===== src/swdtp_consts.svh =====
// Constants for the serial wire debug target packet port
`ifndef SWDTP_CONSTS_SVH
`define SWDTP_CONSTS_SVH

// ==========================================================================
// Acknowledge codes, sent least significant bit first
`define SWDTP_ACK_OK 3'h1
`define SWDTP_ACK_WAIT 3'h2
`define SWDTP_ACK_FAULT 3'h4

// ==========================================================================
// Header bit positions after a full 8-bit shift
`define SWDTP_HDR_START 0
`define SWDTP_HDR_PORT 1
`define SWDTP_HDR_DIR 2
`define SWDTP_HDR_A2 3
`define SWDTP_HDR_A3 4
`define SWDTP_HDR_PAR 5
`define SWDTP_HDR_STOP 6
`define SWDTP_HDR_PARK 7

// ==========================================================================
// Phase lengths counted in serial clock rising edges
`define SWDTP_HDR_LAST 6'h07
`define SWDTP_ACK_BITS 6'h03
`define SWDTP_DATA_BITS 6'h20
`define SWDTP_DATA_END 6'h21
`define SWDTP_RESET_HIGHS 6'h33
`define SWDTP_IDLE_LOWS 6'h03

// ==========================================================================
// Port register addresses A[3:2]
`define SWDTP_DP_IDENT 2'h0
`define SWDTP_DP_RDBUF 2'h3
`define SWDTP_AP_TAR 2'h1
`define SWDTP_AP_DRW 2'h3

// ==========================================================================
// Avalon register byte offsets
`define SWDTP_OFS_CTRL 5'h00
`define SWDTP_OFS_IDENT 5'h04
`define SWDTP_OFS_STATUS 5'h08
`define SWDTP_OFS_TAR 5'h0C
`define SWDTP_OFS_RDBUF 5'h10

`endif


===== src/swdtp_pkg.sv =====
// Types shared by the serial wire debug target packet port
package swdtp_pkg;

  typedef enum logic [2:0]
  {
    ST_IDLE = 3'b000,
    ST_HDR = 3'b001,
    ST_ACK = 3'b010,
    ST_RDATA = 3'b011,
    ST_WDATA = 3'b100,
    ST_LRESET = 3'b101
  } swdtp_state_type;

  typedef struct packed
  {
    logic port_type_select;
    logic read_not_write;
    logic [1:0] addr;
  } swdtp_req_type;

endpackage : swdtp_pkg


===== src/swdtp_packet_port.sv =====
// Target-side serial wire debug packet engine with Avalon-MM registers
`include "swdtp_consts.svh"

// Summary of operation
// - Second header bit: 1 selects access port, 0 debug port.
// - Third header bit: 1 is a read, 0 is a write.
// - Next two header bits are address bits 2 and 3.
// - Header parity is even parity over port, direction, address.
// - Bad header parity: request ignored, no acknowledge driven.
// - Acknowledge reports the sticky fault, or an access still in flight.
// - WAIT on a read: device leaves data line undriven.
// - WAIT on a write: device ignores the data phase.
// - Bad write data parity makes the next acknowledge FAULT.
// - Device drives acknowledge from the rising edge after park.
// - Second turnaround: nobody drives the line.
// - All fields shift least significant bit first.
// - 51 highs reset the interface; three lows then reach idle.
// - Fixed headers A5, 8B, 9F, BB for the common accesses.
// - Memory access: write transfer address, then data window.
// - Memory read needs two data window reads.
// - Acknowledge codes: OK 001, WAIT 010, FAULT 100.
// - Device samples on rising edges and drives on rising edges.
// - A packet takes 46 serial clocks.
module swdtp_packet_port #(
  parameter int MEM_WORDS = 16,
  parameter int ACCESS_CYCLES = 4,
  parameter logic [31:0] IDENT_RESET = 32'h0000_1001
)(
  input wire logic I_CLOCK,
  input wire logic I_RESET,
  input wire logic I_SERIAL_DEBUG_CLOCK,
  input wire logic I_DEBUG_DATA_IN,
  output logic O_DEBUG_DATA_OUT,
  output logic O_DEBUG_DATA_OE,
  input wire logic [4:0] I_AVS_ADDRESS,
  input wire logic I_AVS_READ,
  input wire logic I_AVS_WRITE,
  input wire logic [31:0] I_AVS_WRITEDATA,
  input wire logic [3:0] I_AVS_BYTEENABLE,
  output logic [31:0] O_AVS_READDATA,
  output logic O_AVS_WAITREQUEST
);

  localparam int MEM_AW = (MEM_WORDS > 1) ? $clog2(MEM_WORDS) : 1;

  generate
    if (MEM_WORDS < 2 || (1 << MEM_AW) != MEM_WORDS || MEM_AW > 30)
    begin : g_bad_mem
      $error("MEM_WORDS must be a power of two, at least 2");
    end
    if (ACCESS_CYCLES < 1 || ACCESS_CYCLES > 255)
    begin : g_bad_lat
      $error("ACCESS_CYCLES must lie in 1..255");
    end
  endgenerate

  // ========================================================================
  // Pin synchronisers and edge detection
  logic [2:0] clk_sync_reg;
  logic [1:0] din_sync_reg;
  logic sclk_rise;
  logic din;

  always_ff @(posedge I_CLOCK)
  begin
    if (I_RESET)
    begin
      clk_sync_reg <= 3'h0;
      din_sync_reg <= 2'h0;
    end
    else
    begin
      clk_sync_reg <= {clk_sync_reg[1:0], I_SERIAL_DEBUG_CLOCK};
      din_sync_reg <= {din_sync_reg[0], I_DEBUG_DATA_IN};
    end
  end

  // Data is synchronised alongside the clock so both lag equally
  assign sclk_rise = clk_sync_reg[1] & ~clk_sync_reg[2];
  assign din = din_sync_reg[1];

  // ========================================================================
  // Line reset detector
  logic [5:0] high_cnt_reg;
  logic line_reset_hit;

  always_ff @(posedge I_CLOCK)
  begin
    if (I_RESET)
      high_cnt_reg <= 6'h00;
    else if (sclk_rise)
      high_cnt_reg <= !din ? 6'h00 :
        (high_cnt_reg == `SWDTP_RESET_HIGHS) ? high_cnt_reg :
        high_cnt_reg + 6'h01;
  end

  assign line_reset_hit = sclk_rise & din &
    (high_cnt_reg == `SWDTP_RESET_HIGHS - 6'h01);

  // ========================================================================
  // Software registers and access engine state
  logic hold_busy_reg;
  logic [31:0] ident_reg;
  logic [31:0] tar_reg;
  logic [31:0] rdbuf_reg;
  logic busy_reg;
  logic [7:0] timer_reg;
  logic op_wr_reg;
  logic [31:0] op_data_reg;
  logic [MEM_AW-1:0] op_idx_reg;
  logic [31:0] mem [MEM_WORDS];
  logic launch_rd;
  logic launch_wr;
  logic op_done;

  // ========================================================================
  // Packet state machine
  swdtp_pkg::swdtp_state_type state_reg;
  logic [5:0] cnt_reg;
  logic [7:0] hdr_reg;
  logic [7:0] hdr_next;
  swdtp_pkg::swdtp_req_type req_reg;
  swdtp_pkg::swdtp_req_type req_next;
  logic [2:0] ack_reg;
  logic [2:0] ack_next;
  logic [31:0] shift_reg;
  logic [31:0] rdata_next;
  logic discard_reg;
  logic fault_reg;
  logic lreset_seen_reg;
  logic hdr_ok;
  logic wpar_ok;
  logic rpar_reg;

  assign hdr_next = {din, hdr_reg[7:1]};
  assign req_next = '{port_type_select: hdr_next[`SWDTP_HDR_PORT],
    read_not_write: hdr_next[`SWDTP_HDR_DIR],
    addr: {hdr_next[`SWDTP_HDR_A3], hdr_next[`SWDTP_HDR_A2]}};
  assign hdr_ok = hdr_next[`SWDTP_HDR_START]
    & !hdr_next[`SWDTP_HDR_STOP] & hdr_next[`SWDTP_HDR_PARK]
    & (hdr_next[`SWDTP_HDR_PAR] == ^hdr_next[4:1]);
  // Status of the previous packet, fault outranks an access in flight
  assign ack_next = fault_reg ? `SWDTP_ACK_FAULT :
    busy_reg ? `SWDTP_ACK_WAIT : `SWDTP_ACK_OK;
  assign rdata_next =
    (!req_next.port_type_select && req_next.addr == `SWDTP_DP_IDENT) ?
      ident_reg :
    (req_next.addr == `SWDTP_DP_RDBUF) ? rdbuf_reg :
    (req_next.port_type_select && req_next.addr == `SWDTP_AP_TAR) ?
      tar_reg : 32'h0000_0000;
  assign wpar_ok = (din == ^shift_reg);

  // Read of the data window launches a fetch from the transfer address
  assign launch_rd = sclk_rise & (state_reg == swdtp_pkg::ST_HDR) &
    (cnt_reg == `SWDTP_HDR_LAST) & hdr_ok & !fault_reg & !busy_reg &
    req_next.port_type_select & req_next.read_not_write &
    (req_next.addr == `SWDTP_AP_DRW);
  assign launch_wr = sclk_rise & (state_reg == swdtp_pkg::ST_WDATA) &
    (cnt_reg == `SWDTP_DATA_BITS) & !discard_reg & wpar_ok &
    req_reg.port_type_select & (req_reg.addr == `SWDTP_AP_DRW);

  always_ff @(posedge I_CLOCK)
  begin
    if (I_RESET)
    begin
      state_reg <= swdtp_pkg::ST_IDLE;
      cnt_reg <= 6'h00;
      hdr_reg <= 8'h00;
      req_reg <= '0;
      ack_reg <= 3'h0;
      shift_reg <= 32'h0000_0000;
      discard_reg <= 1'b0;
      rpar_reg <= 1'b0;
      fault_reg <= 1'b0;
      lreset_seen_reg <= 1'b0;
      tar_reg <= 32'h0000_0000;
      O_DEBUG_DATA_OUT <= 1'b0;
      O_DEBUG_DATA_OE <= 1'b0;
    end
    else if (line_reset_hit)
    begin
      // Abandons any packet and clears the sticky fault
      state_reg <= swdtp_pkg::ST_LRESET;
      cnt_reg <= 6'h00;
      fault_reg <= 1'b0;
      lreset_seen_reg <= 1'b1;
      O_DEBUG_DATA_OE <= 1'b0;
    end
    else if (sclk_rise)
    begin
      case (state_reg)
        swdtp_pkg::ST_IDLE:
        begin
          hdr_reg <= hdr_next;
          if (din)
          begin
            state_reg <= swdtp_pkg::ST_HDR;
            cnt_reg <= 6'h01;
          end
        end
        swdtp_pkg::ST_HDR:
        begin
          hdr_reg <= hdr_next;
          cnt_reg <= cnt_reg + 6'h01;
          if (cnt_reg == `SWDTP_HDR_LAST)
          begin
            cnt_reg <= 6'h00;
            req_reg <= req_next;
            ack_reg <= ack_next;
            shift_reg <= rdata_next;
            // Parity taken from the whole word before it is shifted away
            rpar_reg <= ^rdata_next;
            // Bad header: silent return to idle, line never driven
            state_reg <= hdr_ok ? swdtp_pkg::ST_ACK :
              swdtp_pkg::ST_IDLE;
          end
        end
        swdtp_pkg::ST_ACK:
        begin
          cnt_reg <= cnt_reg + 6'h01;
          if (cnt_reg != `SWDTP_ACK_BITS)
          begin
            O_DEBUG_DATA_OE <= 1'b1;
            O_DEBUG_DATA_OUT <= ack_reg[cnt_reg[1:0]];
          end
          else if (ack_reg == `SWDTP_ACK_OK && req_reg.read_not_write)
          begin
            state_reg <= swdtp_pkg::ST_RDATA;
            cnt_reg <= 6'h01;
            O_DEBUG_DATA_OUT <= shift_reg[0];
            shift_reg <= {1'b0, shift_reg[31:1]};
          end
          else
          begin
            // Released for the turnaround, or for a refused packet
            O_DEBUG_DATA_OE <= 1'b0;
            state_reg <= swdtp_pkg::ST_WDATA;
            cnt_reg <= 6'h00;
            discard_reg <= (ack_reg != `SWDTP_ACK_OK);
            shift_reg <= 32'h0000_0000;
          end
        end
        swdtp_pkg::ST_RDATA:
        begin
          cnt_reg <= cnt_reg + 6'h01;
          if (cnt_reg == `SWDTP_DATA_END)
          begin
            O_DEBUG_DATA_OE <= 1'b0;
            state_reg <= swdtp_pkg::ST_IDLE;
          end
          else
          begin
            O_DEBUG_DATA_OUT <= (cnt_reg == `SWDTP_DATA_BITS) ?
              rpar_reg : shift_reg[0];
            shift_reg <= {1'b0, shift_reg[31:1]};
          end
        end
        swdtp_pkg::ST_WDATA:
        begin
          cnt_reg <= cnt_reg + 6'h01;
          if (cnt_reg != `SWDTP_DATA_BITS)
            shift_reg <= {din, shift_reg[31:1]};
          else
          begin
            state_reg <= swdtp_pkg::ST_IDLE;
            if (!discard_reg)
            begin
              if (!wpar_ok)
                fault_reg <= 1'b1;
              else if (req_reg.port_type_select &&
                req_reg.addr == `SWDTP_AP_TAR)
                tar_reg <= shift_reg;
            end
          end
        end
        swdtp_pkg::ST_LRESET:
        begin
          cnt_reg <= din ? 6'h00 : cnt_reg + 6'h01;
          if (!din && cnt_reg == `SWDTP_IDLE_LOWS - 6'h01)
            state_reg <= swdtp_pkg::ST_IDLE;
        end
        default:
          state_reg <= swdtp_pkg::ST_IDLE;
      endcase
    end
  end

  // ========================================================================
  // Internal memory access engine
  assign op_done = busy_reg & (timer_reg == 8'h00) & !hold_busy_reg;

  always_ff @(posedge I_CLOCK)
  begin
    if (I_RESET)
    begin
      busy_reg <= 1'b0;
      timer_reg <= 8'h00;
      op_wr_reg <= 1'b0;
      op_idx_reg <= '0;
      op_data_reg <= 32'h0000_0000;
    end
    else if (launch_rd || launch_wr)
    begin
      busy_reg <= 1'b1;
      timer_reg <= 8'(ACCESS_CYCLES - 1);
      op_wr_reg <= launch_wr;
      op_idx_reg <= tar_reg[MEM_AW+1:2];
      op_data_reg <= shift_reg;
    end
    else if (busy_reg)
    begin
      if (timer_reg != 8'h00)
        timer_reg <= timer_reg - 8'h01;
      else if (op_done)
        busy_reg <= 1'b0;
    end
  end

  // Memory has no reset; contents are undefined until written
  always_ff @(posedge I_CLOCK)
  begin
    if (op_done && op_wr_reg)
      mem[op_idx_reg] <= op_data_reg;
  end

  always_ff @(posedge I_CLOCK)
  begin
    if (I_RESET)
      rdbuf_reg <= 32'h0000_0000;
    else if (op_done && !op_wr_reg)
      rdbuf_reg <= mem[op_idx_reg];
  end

  // ========================================================================
  // Avalon-MM slave, one wait state on every access
  logic acc_go;
  logic [31:0] status_word;
  logic [31:0] rd_mux;
  logic [31:0] be_mask;

  assign acc_go = (I_AVS_READ | I_AVS_WRITE) & O_AVS_WAITREQUEST;
  assign be_mask = {{8{I_AVS_BYTEENABLE[3]}}, {8{I_AVS_BYTEENABLE[2]}},
    {8{I_AVS_BYTEENABLE[1]}}, {8{I_AVS_BYTEENABLE[0]}}};
  assign status_word = {23'h00_0000, state_reg, busy_reg, fault_reg,
    lreset_seen_reg, ack_reg};
  assign rd_mux =
    (I_AVS_ADDRESS == `SWDTP_OFS_CTRL) ? {31'h0000_0000, hold_busy_reg} :
    (I_AVS_ADDRESS == `SWDTP_OFS_IDENT) ? ident_reg :
    (I_AVS_ADDRESS == `SWDTP_OFS_STATUS) ? status_word :
    (I_AVS_ADDRESS == `SWDTP_OFS_TAR) ? tar_reg :
    (I_AVS_ADDRESS == `SWDTP_OFS_RDBUF) ? rdbuf_reg : 32'h0000_0000;

  always_ff @(posedge I_CLOCK)
  begin
    if (I_RESET)
    begin
      O_AVS_WAITREQUEST <= 1'b1;
      O_AVS_READDATA <= 32'h0000_0000;
    end
    else
    begin
      O_AVS_WAITREQUEST <= !acc_go;
      if (acc_go && I_AVS_READ)
        O_AVS_READDATA <= rd_mux;
    end
  end

  // Writes land on the edge where the master sees waitrequest low
  always_ff @(posedge I_CLOCK)
  begin
    if (I_RESET)
    begin
      hold_busy_reg <= 1'b0;
      ident_reg <= IDENT_RESET;
    end
    else if (I_AVS_WRITE && !O_AVS_WAITREQUEST)
    begin
      if (I_AVS_ADDRESS == `SWDTP_OFS_CTRL && I_AVS_BYTEENABLE[0])
        hold_busy_reg <= I_AVS_WRITEDATA[0];
      else if (I_AVS_ADDRESS == `SWDTP_OFS_IDENT)
        ident_reg <= (ident_reg & ~be_mask) | (I_AVS_WRITEDATA & be_mask);
    end
  end

endmodule : swdtp_packet_port


===== config.mk =====
export PLATFORM = sky130hd
export DESIGN_NAME = swdtp_packet_port
export DESIGN_NICKNAME = d
export VERILOG_FILES = /design/src/swdtp_pkg.sv /design/src/swdtp_packet_port.sv
export VERILOG_INCLUDE_DIRS = /design/src
export SDC_FILE = /design/constraint.sdc
export NUM_CORES = 1
export LEC_CHECK = 0
export BUFFER_PORTS_ARGS = -buffer_cell sky130_fd_sc_hd__clkbuf_2
export CORE_UTILIZATION = 35
export CTS_CLUSTER_DIAMETER = 60
export DETAILED_ROUTE_END_ITERATION = 7
export SLEW_MARGIN = 0
export SYNTH_ARGS = -nofsm -noshare
export SYNTH_HDL_FRONTEND = slang
export SYNTH_SLANG_ARGS = --single-unit

===== constraint.sdc =====
create_clock -name I_CLOCK -period 5.42 [get_ports I_CLOCK]
set_input_delay 0.271 -clock I_CLOCK [delete_from_list [all_inputs] [get_ports I_CLOCK]]
set_output_delay 0.271 -clock I_CLOCK [all_outputs]
set_load 0.05 [all_outputs]

==> out/results.txt, run 1 <==
The count of buffering cells on the critical path with inverters included is 1, and the number of instances resized during post-cts repair is 0. The fraction of final layout cells sized beyond drive strength 1 was 0.1931. Biggest area consumer among synthesized cells: sky130_fd_sc_hd__edfxtp_1. The number of different library cells used by synthesis comes to 66. Counting the buffers created by CTS gives 83.

The placer congestion estimate was 0.8937; the transition time at the pin with the least slew margin was 1.220 ns. The tools report the startpoint of the worst hold path as I_RESET. Relative max-transition margin: 0.1846.

Summed over all nets, the half-perimeter wirelength after detailed placement is 47.35 mm. The setup path with the least slack is of type flip-flop to flip-flop. The most flop-heavy register was mem.

The tool flagged a number of max-cap violations equal to 0. TritonCTS built the clock tree. The number of global-route vias before repair is 18324. Power per standard cell area: 338.4 nW/um^2. During synthesis, Yosys emitted a total of 0 warnings.

Global routing finished with a remaining overflow of 0. Among cell families on the critical path, the largest total delay comes from simple AND/OR/NAND/NOR gates. For the worst setup path, the data required time is 5.74 ns. The part of the cycle the worst path needs was 0.6871; the critical path data arrival time was 4.04 ns.

The clock transition at the registers of the reported paths is 0.06 ns. For this block, the routed nets add up to 75.78 mm of wire. The die covers 89490 sq um. Before CTS, the worst setup slack after placement is 1.729 ns. The tightest min-delay check is of the input port to flip-flop type. For this design the static power due to leakage is 12.10 nW. The core region is 87160 sq um.

Setup repair after global routing left no endpoint under its margin. In this run the worst setup path begins at timer_reg[3]. By count the netlist is led by 512 x sky130_fd_sc_hd__edfxtp_1, 248 x sky130_fd_sc_hd__dfxtp_1, 246 x sky130_fd_sc_hd__nor2_1, 167 x sky130_fd_sc_hd__nand2_1, 160 x sky130_fd_sc_hd__mux4_2. Growth of design area from synthesis to finish: 15.81%.

The first global-routing pass estimated 115.1 mm of wire. The count of input and output buffers works out to 81. Of all nets on the critical path, the largest fanout is 25. The standard-cell row count was 108; the detailed-route vias per instance was 5.440. The final clock skew came out at 0.02589 ns. The buffer cell driving the clock tree root was sky130_fd_sc_hd__clkbuf_16. The number of enable-type register cells in the synthesized netlist was 512. For this design, the slowest cell found on the critical path is sky130_fd_sc_hd__nor2_4.

The via count is 18454, and the number of synthesized register bits is 760. The clock net in this run drives a total of 760 sinks. The net count of the finished layout is 2229.

The run finished with clean final reports. For this run, the leading register cell type out of synthesis is sky130_fd_sc_hd__edfxtp_1. The flip-flop count of the largest register after layout came out at 512. In the routed design, unresolved DRC markers number 0. The upper clock frequency limit came out at 268.5 MHz.

The worst path meets setup with 1.696 ns of slack. Dividing the detail-routed wire length by the instance count gives 22.34 microns. Launching point of the worst reg2reg path: timer_reg[3].

The source-to-sink clock delay at the later pin of the worst-skew pair is 0.63 ns, and the count of routing violations after the opening detailed-route iteration is 1910. Overall power of the completed layout: 12.11 mW. For the combined area of the multi-input logic cells, the log shows 10060 sq um. The critical path goes through nor4_1 -> nand3_1 -> nor3b_1 -> nand2_1 -> or3_1 -> nor2_4 -> buf_4. The share of Yosys cell area claimed by the top area cell type works out to 0.4975. Yosys attributes the largest share of cell area to sky130_fd_sc_hd__edfxtp_1 50%, sky130_fd_sc_hd__dfxtp_1 16%, sky130_fd_sc_hd__mux4_2 12%. The total track usage was 0.1682; the sequential share of the synthesized area was 0.6581.

The type of element capturing the critical path is a flip-flop. The length of the first detailed-routing pass in iterations is 8, and the die span in y is 299.2 microns. From left edge to right edge, the die measures 299.2 microns. The pin count of the biggest net entering global routing came out at 103. Counting I/O delays and the setup requirement, the final critical path takes 3.724 ns.

The logs give 0 for the number of pins exceeding their max-slew limit in the final report and 0 for the post-detailed-route count of antenna-violating nets. The final hold violation count is 0. The run gives 0.3546 as the starting density of the core.

The tools report the initial antenna violation count as 0. Setup violations remaining at the end of the flow were counted as 0. The repair_antennas step left the layout with diodes totalling 0.

In this run the mean area of a mapped cell was 14.92 sq um. The maximum count of clock buffers along a single path came out at 3. In the post-synthesis netlist, the cell with the most instances is sky130_fd_sc_hd__edfxtp_1. 82 I/O pins were placed.

The run gives 2072 as the number of standard cells after synthesis. For the final routed database, the setup TNS stands at 0 ns. The H-tree depth reported by CTS is 3, and the count of fill cells added during filler insertion is 7845. The cell area after technology mapping came out at 30900 sq um. For this run, the slowest stage of the critical path takes 0.79 ns. The launching element type of the critical path was a flip-flop. Across the whole layout, storage elements account for 20350 sq um.

The fraction of registers with async set/reset was 0; the maximum VDD drop was 0.2325 mV. For the number of nets in the synthesized netlist, the log shows 2130.
## metal layers
metal / up-vias / wire length (microns) / track usage
li1: 8225 / - / -
met1: 9457 / 33630 / 0.2375
met2: 656 / 35700 / 0.2703
met3: 116 / 4717 / 0.02377
met4: 0 / 1732 / 0.04847
met5: - / 0 / 0
## path summary, 6_finish.rpt
check	end	slack, ns	cells after the start
worst max register to register	mem[12][7]	1.70	7
worst min-delay path	flip-flop	0.11	2
worst min register to register	din_sync_reg[1]	0.46	1
worst max-delay path	mem[12][7]	1.70	7
## kinds of logic after synthesis
group,share of synthesized area
AOI/OAI and AO/OA,0.06664
and+or+nand+nor,0.07413
adders and majority gates,0.004453
buffers and inverters,0.02049
xor gates and xnor gates,0.02126
muxes,0.1549
DFF,0.6581
## worst register-to-register path, stage by stage (launching register included)
cell                      delay, ns
sky130_fd_sc_hd__dfxtp_1       0.35
sky130_fd_sc_hd__nor4_1        0.37
sky130_fd_sc_hd__nand3_1       0.21
sky130_fd_sc_hd__nor3b_1       0.73
sky130_fd_sc_hd__nand2_1       0.16
sky130_fd_sc_hd__or3_1         0.50
sky130_fd_sc_hd__nor2_4        0.80
sky130_fd_sc_hd__buf_4         0.31
## placed cells by master, fill, tap and decap left out, drive strengths merged, types with 9 or more instances in the layout
| master | synthesis | layout |
|---|---|---|
| edfxtp | 512 | 512 |
| dfxtp | 248 | 248 |
| nor2 | 246 | 246 |
| clkbuf | 102 | 183 |
| nand2 | 167 | 167 |
| mux4 | 160 | 160 |
| mux2i | 116 | 116 |
| a21oi | 85 | 85 |
| xnor2 | 44 | 44 |
| a211oi | 37 | 37 |
| dlygate4sd3 | 0 | 37 |
| buf | 35 | 34 |
| a222oi | 32 | 32 |
| o211ai | 26 | 26 |
| clkinv | 0 | 24 |
| a311oi | 20 | 20 |
| nand3 | 20 | 20 |
| o21ai | 18 | 18 |
| a221o | 16 | 16 |
| inv | 11 | 16 |
| xor2 | 15 | 15 |
| a31oi | 15 | 15 |
| ha | 11 | 11 |
| bufinv | 0 | 11 |
| nand4 | 10 | 10 |
| nor2b | 10 | 10 |
| and3 | 10 | 10 |
| nor3 | 10 | 10 |
| nand2b | 9 | 9 |
## metrics by stage
step                area (sq um)  hold slack, ns  std cells  utilization
floorplan                  30900          0.3869       2072            -
global placement           32580          0.4413       3204       0.3738
detailed placement         32580          0.4503       3204       0.3738
CTS                        35790          0.1030       3392       0.4107
global route               35790          0.1493       3392       0.4107
finish                     35790          0.1147       3392       0.4107
## cell type report
class	instances	area share
well taps	1155	0.04038
repair buffers	151	0.02947
flip-flops and latches	760	0.5686
inverters	11	0.001154
clock buffers	103	0.06188
multi-input cells	1164	0.2811
clock inverters	48	0.01751
## report_power, final
group | switching (mW) | leakage, nW | internal [mW]
registers | 0.0110 | 6.75 | 6.13
clock network | 2.33 | 1.35 | 3.46
logic | 0.125 | 4.00 | 0.0587
total | 2.47 | 12.1 | 9.64
## what timing repair did
action | CTS | global route
hold buffers | 37 | 0
setup buffers | 0 | 0
endpoints found under the setup margin | 0 | 0
hold endpoints to repair | 36 | 0
Note: power is estimated with default switching activity, not from simulation.
==> inputs of run 2 (changes only) <==
Settings changed: ABC_AREA set to 1.
Clock period 5.42 ns to 3.1 ns, I/O delays scaled along.
==> out/results.txt, run 2 <==
The net count reported at finish is 3489, and the share of power burned in the clock network is 0.470. Count of input and output buffers: 81. TritonCTS built the clock tree.

mem holds more flip-flops than any other register. The type of the most critical hold path was input port to flip-flop. By instance count, the leading cell after synthesis is sky130_fd_sc_hd__nand2_1. After floorplanning, the core was divided into 110 placement rows. In the layout the commonest cells are 780 x sky130_fd_sc_hd__nand2_1, 512 x sky130_fd_sc_hd__edfxtp_1, 281 x sky130_fd_sc_hd__a21oi_1, 272 x sky130_fd_sc_hd__inv_1, 256 x sky130_fd_sc_hd__nor2_1. The part of the cycle the worst path needs was 0.8440; the placer congestion estimate was 0.8613. The power per standard cell area was 577.8 nW/um^2; the length of the first detailed-routing pass in iterations was 5.

The worst setup path is launched from a flip-flop. Growth of design area from synthesis to finish: 18.34%. The most common cell after layout, fill and taps aside was sky130_fd_sc_hd__nand2_1. On the final layout, the worst clock skew is 0.01595 ns. Data on the critical path is required at its endpoint by 3.44 ns. After floorplanning, the core was sized to cover 90560 sq um. The total wire length after detailed routing was 89.23 mm. The tools report the starting density of the core as 0.3553.

The pre-CTS setup slack came out at 0.4633 ns. The synthesized area divided by synthesized cell count is 9.826 sq um. The flip-flop count of the largest register after layout was 512; the upper clock frequency limit was 382.2 MHz. The setup check on the worst reg-to-reg path leaves a slack of 0.48 ns.

The wire length of the first global-routing pass is 137.9 mm. The net switching power figure came out at 4.824 mW. Detailed-route wire length per cell: 19.08 microns.

The tools report the number of pins exceeding their max-slew limit in the final report as 0. Along the worst path, the maximum fanout reaches 9. Adding up every negative setup slack in the final design gives 0 ns.

0 antenna diodes ended up in the layout. The share of Yosys cell area claimed by the top area cell type was 0.4778. Once detail routing completed, the nets flagged for antenna violations numbered 0. Measured in cells, the most critical reg-to-reg path has a length of 10. The internal cell power came out at 17.18 mW.

The final hold violation count is 0. The detailed-route vias per instance came out at 5.219. The biggest area contributor in the post-synthesis netlist is sky130_fd_sc_hd__edfxtp_1. The tools report the count of routing violations after the opening detailed-route iteration as 1955. The tools report the type of element capturing the critical path as a flip-flop. In this run the number of H-tree levels came out at 3. In this run, synthesis inferred 512 flip-flops with an integrated enable. The run gives 93160 sq um as the area of the die.

After synthesis the netlist holds a flip-flop and latch count of 760. Ranked by total cell area, the synthesized netlist is headed by sky130_fd_sc_hd__edfxtp_1 48%, sky130_fd_sc_hd__dfxtp_1 15%, sky130_fd_sc_hd__nand2_1 9.1%. The Yosys warning count came out at 0. Buffer cell driving the clock tree root: sky130_fd_sc_hd__clkbuf_16. Measured along the x axis, the die boundary spans 305.2 microns. The endpoint of the most critical register-to-register path is mem[13][16]. The capturing element of the worst setup path was mem[13][16]. In the synthesized netlist the dominant register cell turns out to be sky130_fd_sc_hd__edfxtp_1.

The run gives 56.70 mm as the sum of net half-perimeters after detailed placement. The synthesized netlist contains 47 unique library cells. Data arrives at the worst endpoint at 2.95 ns. The tools report the initial antenna violation count as 0. For the remaining global-route overflow, the log shows 0. The relative max-transition margin is 0.4574.

The tools report the maximum VDD drop as 0.3995 mV. The analysis attributes to cell leakage a power of 13.42 nW. The flow ran to the end, and the final reports show no timing, DRC or antenna violations. The transition time at the pin with the least slew margin is 0.8139 ns, and the number of buffers created by CTS is 84. The fraction of registers with async set/reset was 0. The number of top-level pins was 82; the cell area after technology mapping was 32180 sq um. The worst register-to-register path begins at timer_reg[0]. The number of gates resized after CTS was 0. Sequential cell fraction of total power: 0.488. The via count came out at 24404. Pin count of the biggest net entering global routing: 100. The number of global-route vias before repair was 23822; the count of fill cells added during filler insertion was 8649. The run gives 0 as the detailed-route DRC error count. The routed design could run at a clock period as short as 2.617 ns. Setup violations remaining at the end of the flow were counted as 0.

The floorplan step set the die height to 305.2 microns. Start point of the critical path: timer_reg[0]. Synthesis produced a netlist with a net count of 3333.

Setup repair after global routing left no endpoint under its margin. The sequential share of the synthesized area was 0.6321; the clock transition at the registers of the reported paths was 0.06 ns. Critical path class: flip-flop to flip-flop. In the synthesized netlist, the number of instances is 3275. The fraction of final layout cells sized beyond drive strength 1 was 0.1037. Once routing completed, OpenROAD measured the worst setup slack at 0.4835 ns. For this design, the sink count on the clock tree is 760.

The clock passes through at most 3 buffers. Combinational share of power: 0.043. Max-cap violations in this run came to 0. The total track usage is 0.1896. The switching part of the total was 0.2193; the source-to-sink clock delay at the later pin of the worst-skew pair was 0.64 ns. In the synthesized netlist, the cells that appear most often are 780 x sky130_fd_sc_hd__nand2_1, 512 x sky130_fd_sc_hd__edfxtp_1, 281 x sky130_fd_sc_hd__a21oi_1, 277 x sky130_fd_sc_hd__nor2_1, 275 x sky130_fd_sc_hd__inv_1.
==> run 2: changes by cell type after synthesis, sizes merged, moves of 78 or more <==
| cell | previous run | this run |
|---|---|---|
| a21oi | 85 | 281 |
| nand2 | 167 | 783 |
| inv | 11 | 278 |
| a22oi | 5 | 192 |
| o21ai | 18 | 169 |
| nand3 | 20 | 98 |
| mux4 | 160 | 0 |
| mux2i | 116 | 0 |
==> run 2: power by group through the flow <==
| stage | clock (mW) | combinational [mW] | sequential [mW] |
|---|---|---|---|
| finish | 10.3 | 0.942 | 10.7 |
| floorplan | 0 | 0.635 | 11.0 |
| detailed placement | 0 | 0.892 | 10.9 |
| global placement | 0 | 0.886 | 10.9 |
| CTS | 10.5 | 0.936 | 10.7 |
| global route | 10.9 | 1.07 | 10.7 |
==> run 2: logic make-up (layout without fill, tap and decap cells) <==
| family | count (synthesis) | count (layout) | share of synthesized area |
|---|---|---|---|
| AO/OA/AOI/OAI | 776 | 776 | 0.1446 |
| XOR/XNOR | 31 | 31 | 0.008437 |
| adder cells (fa/ha/maj) | 11 | 11 | 0.004277 |
| buffers and inverters | 458 | 683 | 0.05541 |
| flip-flops | 760 | 760 | 0.6321 |
| AND/OR/NAND/NOR | 1239 | 1239 | 0.1552 |
==> run 2: area by class of cell <==
class / instances / area (sq um) / area share
timing repair buffer: 248 / 2117 / 0.05559
tap: 1176 / 1471 / 0.03864
multi-input combinational: 2057 / 10220 / 0.2685
clock inverter: 56 / 661.9 / 0.01738
inverter: 280 / 1059 / 0.02780
clock buffer: 99 / 2210 / 0.05802
sequential: 760 / 20340 / 0.5341
==> run 2: how the worst min path moves through the flow <==
| stage | startpoint | to | slack [ns] | depth (start not counted) |
|---|---|---|---|---|
| 5_1_grt | I_AVS_BYTEENABLE[1] | flip-flop | 0.07 | 3 |
| 6_report | I_AVS_BYTEENABLE[1] | flip-flop | 0.02 | 3 |
| 3_5_place_dp | I_SERIAL_DEBUG_CLOCK | clk_sync_reg[0] | 0.35 | 3 |
| 2_1_floorplan | I_SERIAL_DEBUG_CLOCK | clk_sync_reg[0] | 0.26 | 2 |
| 3_3_place_gp | I_SERIAL_DEBUG_CLOCK | clk_sync_reg[0] | 0.35 | 3 |
| 4_1_cts | I_AVS_BYTEENABLE[1] | flip-flop | 0.004 | 3 |
==> run 2: metal layers <==
layer / wire length, microns / GRT usage / vias up
met5: 0 / 0 / -
met4: 2365 / 0.05913 / 0
met3: 3887 / 0.02246 / 143
met2: 43780 / 0.3253 / 623
met1: 39190 / 0.2494 / 11924
li1: - / - / 11714
==> run 2: worst max-delay path: stages (launching register included) <==
cell and delay, ns:
sky130_fd_sc_hd__dfxtp_1 0.32, sky130_fd_sc_hd__inv_1 0.08, sky130_fd_sc_hd__ha_1 0.14, sky130_fd_sc_hd__inv_1 0.04, sky130_fd_sc_hd__nor4_2 0.32, sky130_fd_sc_hd__nand3_1 0.20, sky130_fd_sc_hd__nor2_1 0.13, sky130_fd_sc_hd__buf_4 0.17
sky130_fd_sc_hd__nand2_1 0.23, sky130_fd_sc_hd__nor2_4 0.38, sky130_fd_sc_hd__buf_4 0.28
==> run 2: repair_timing <==
item                                   CTS  global route
hold buffers                            48             0
setup buffers                            0             0
endpoints found under the hold margin   40             0
==> run 2: stage by stage <==
stage | instances | utilization | hold slack [ns] | total power, mW | cell area [sq um]
floorplan | 3275 | - | 0.2620 | 11.59 | 32180
global placement | 4473 | 0.3835 | 0.3471 | 11.83 | 34730
detailed placement | 4473 | 0.3835 | 0.3521 | 11.84 | 34730
CTS | 4676 | 0.4205 | 0.004118 | 22.14 | 38080
global route | 4676 | 0.4205 | 0.06563 | 22.66 | 38080
finish | 4676 | 0.4205 | 0.01636 | 22.00 | 38080
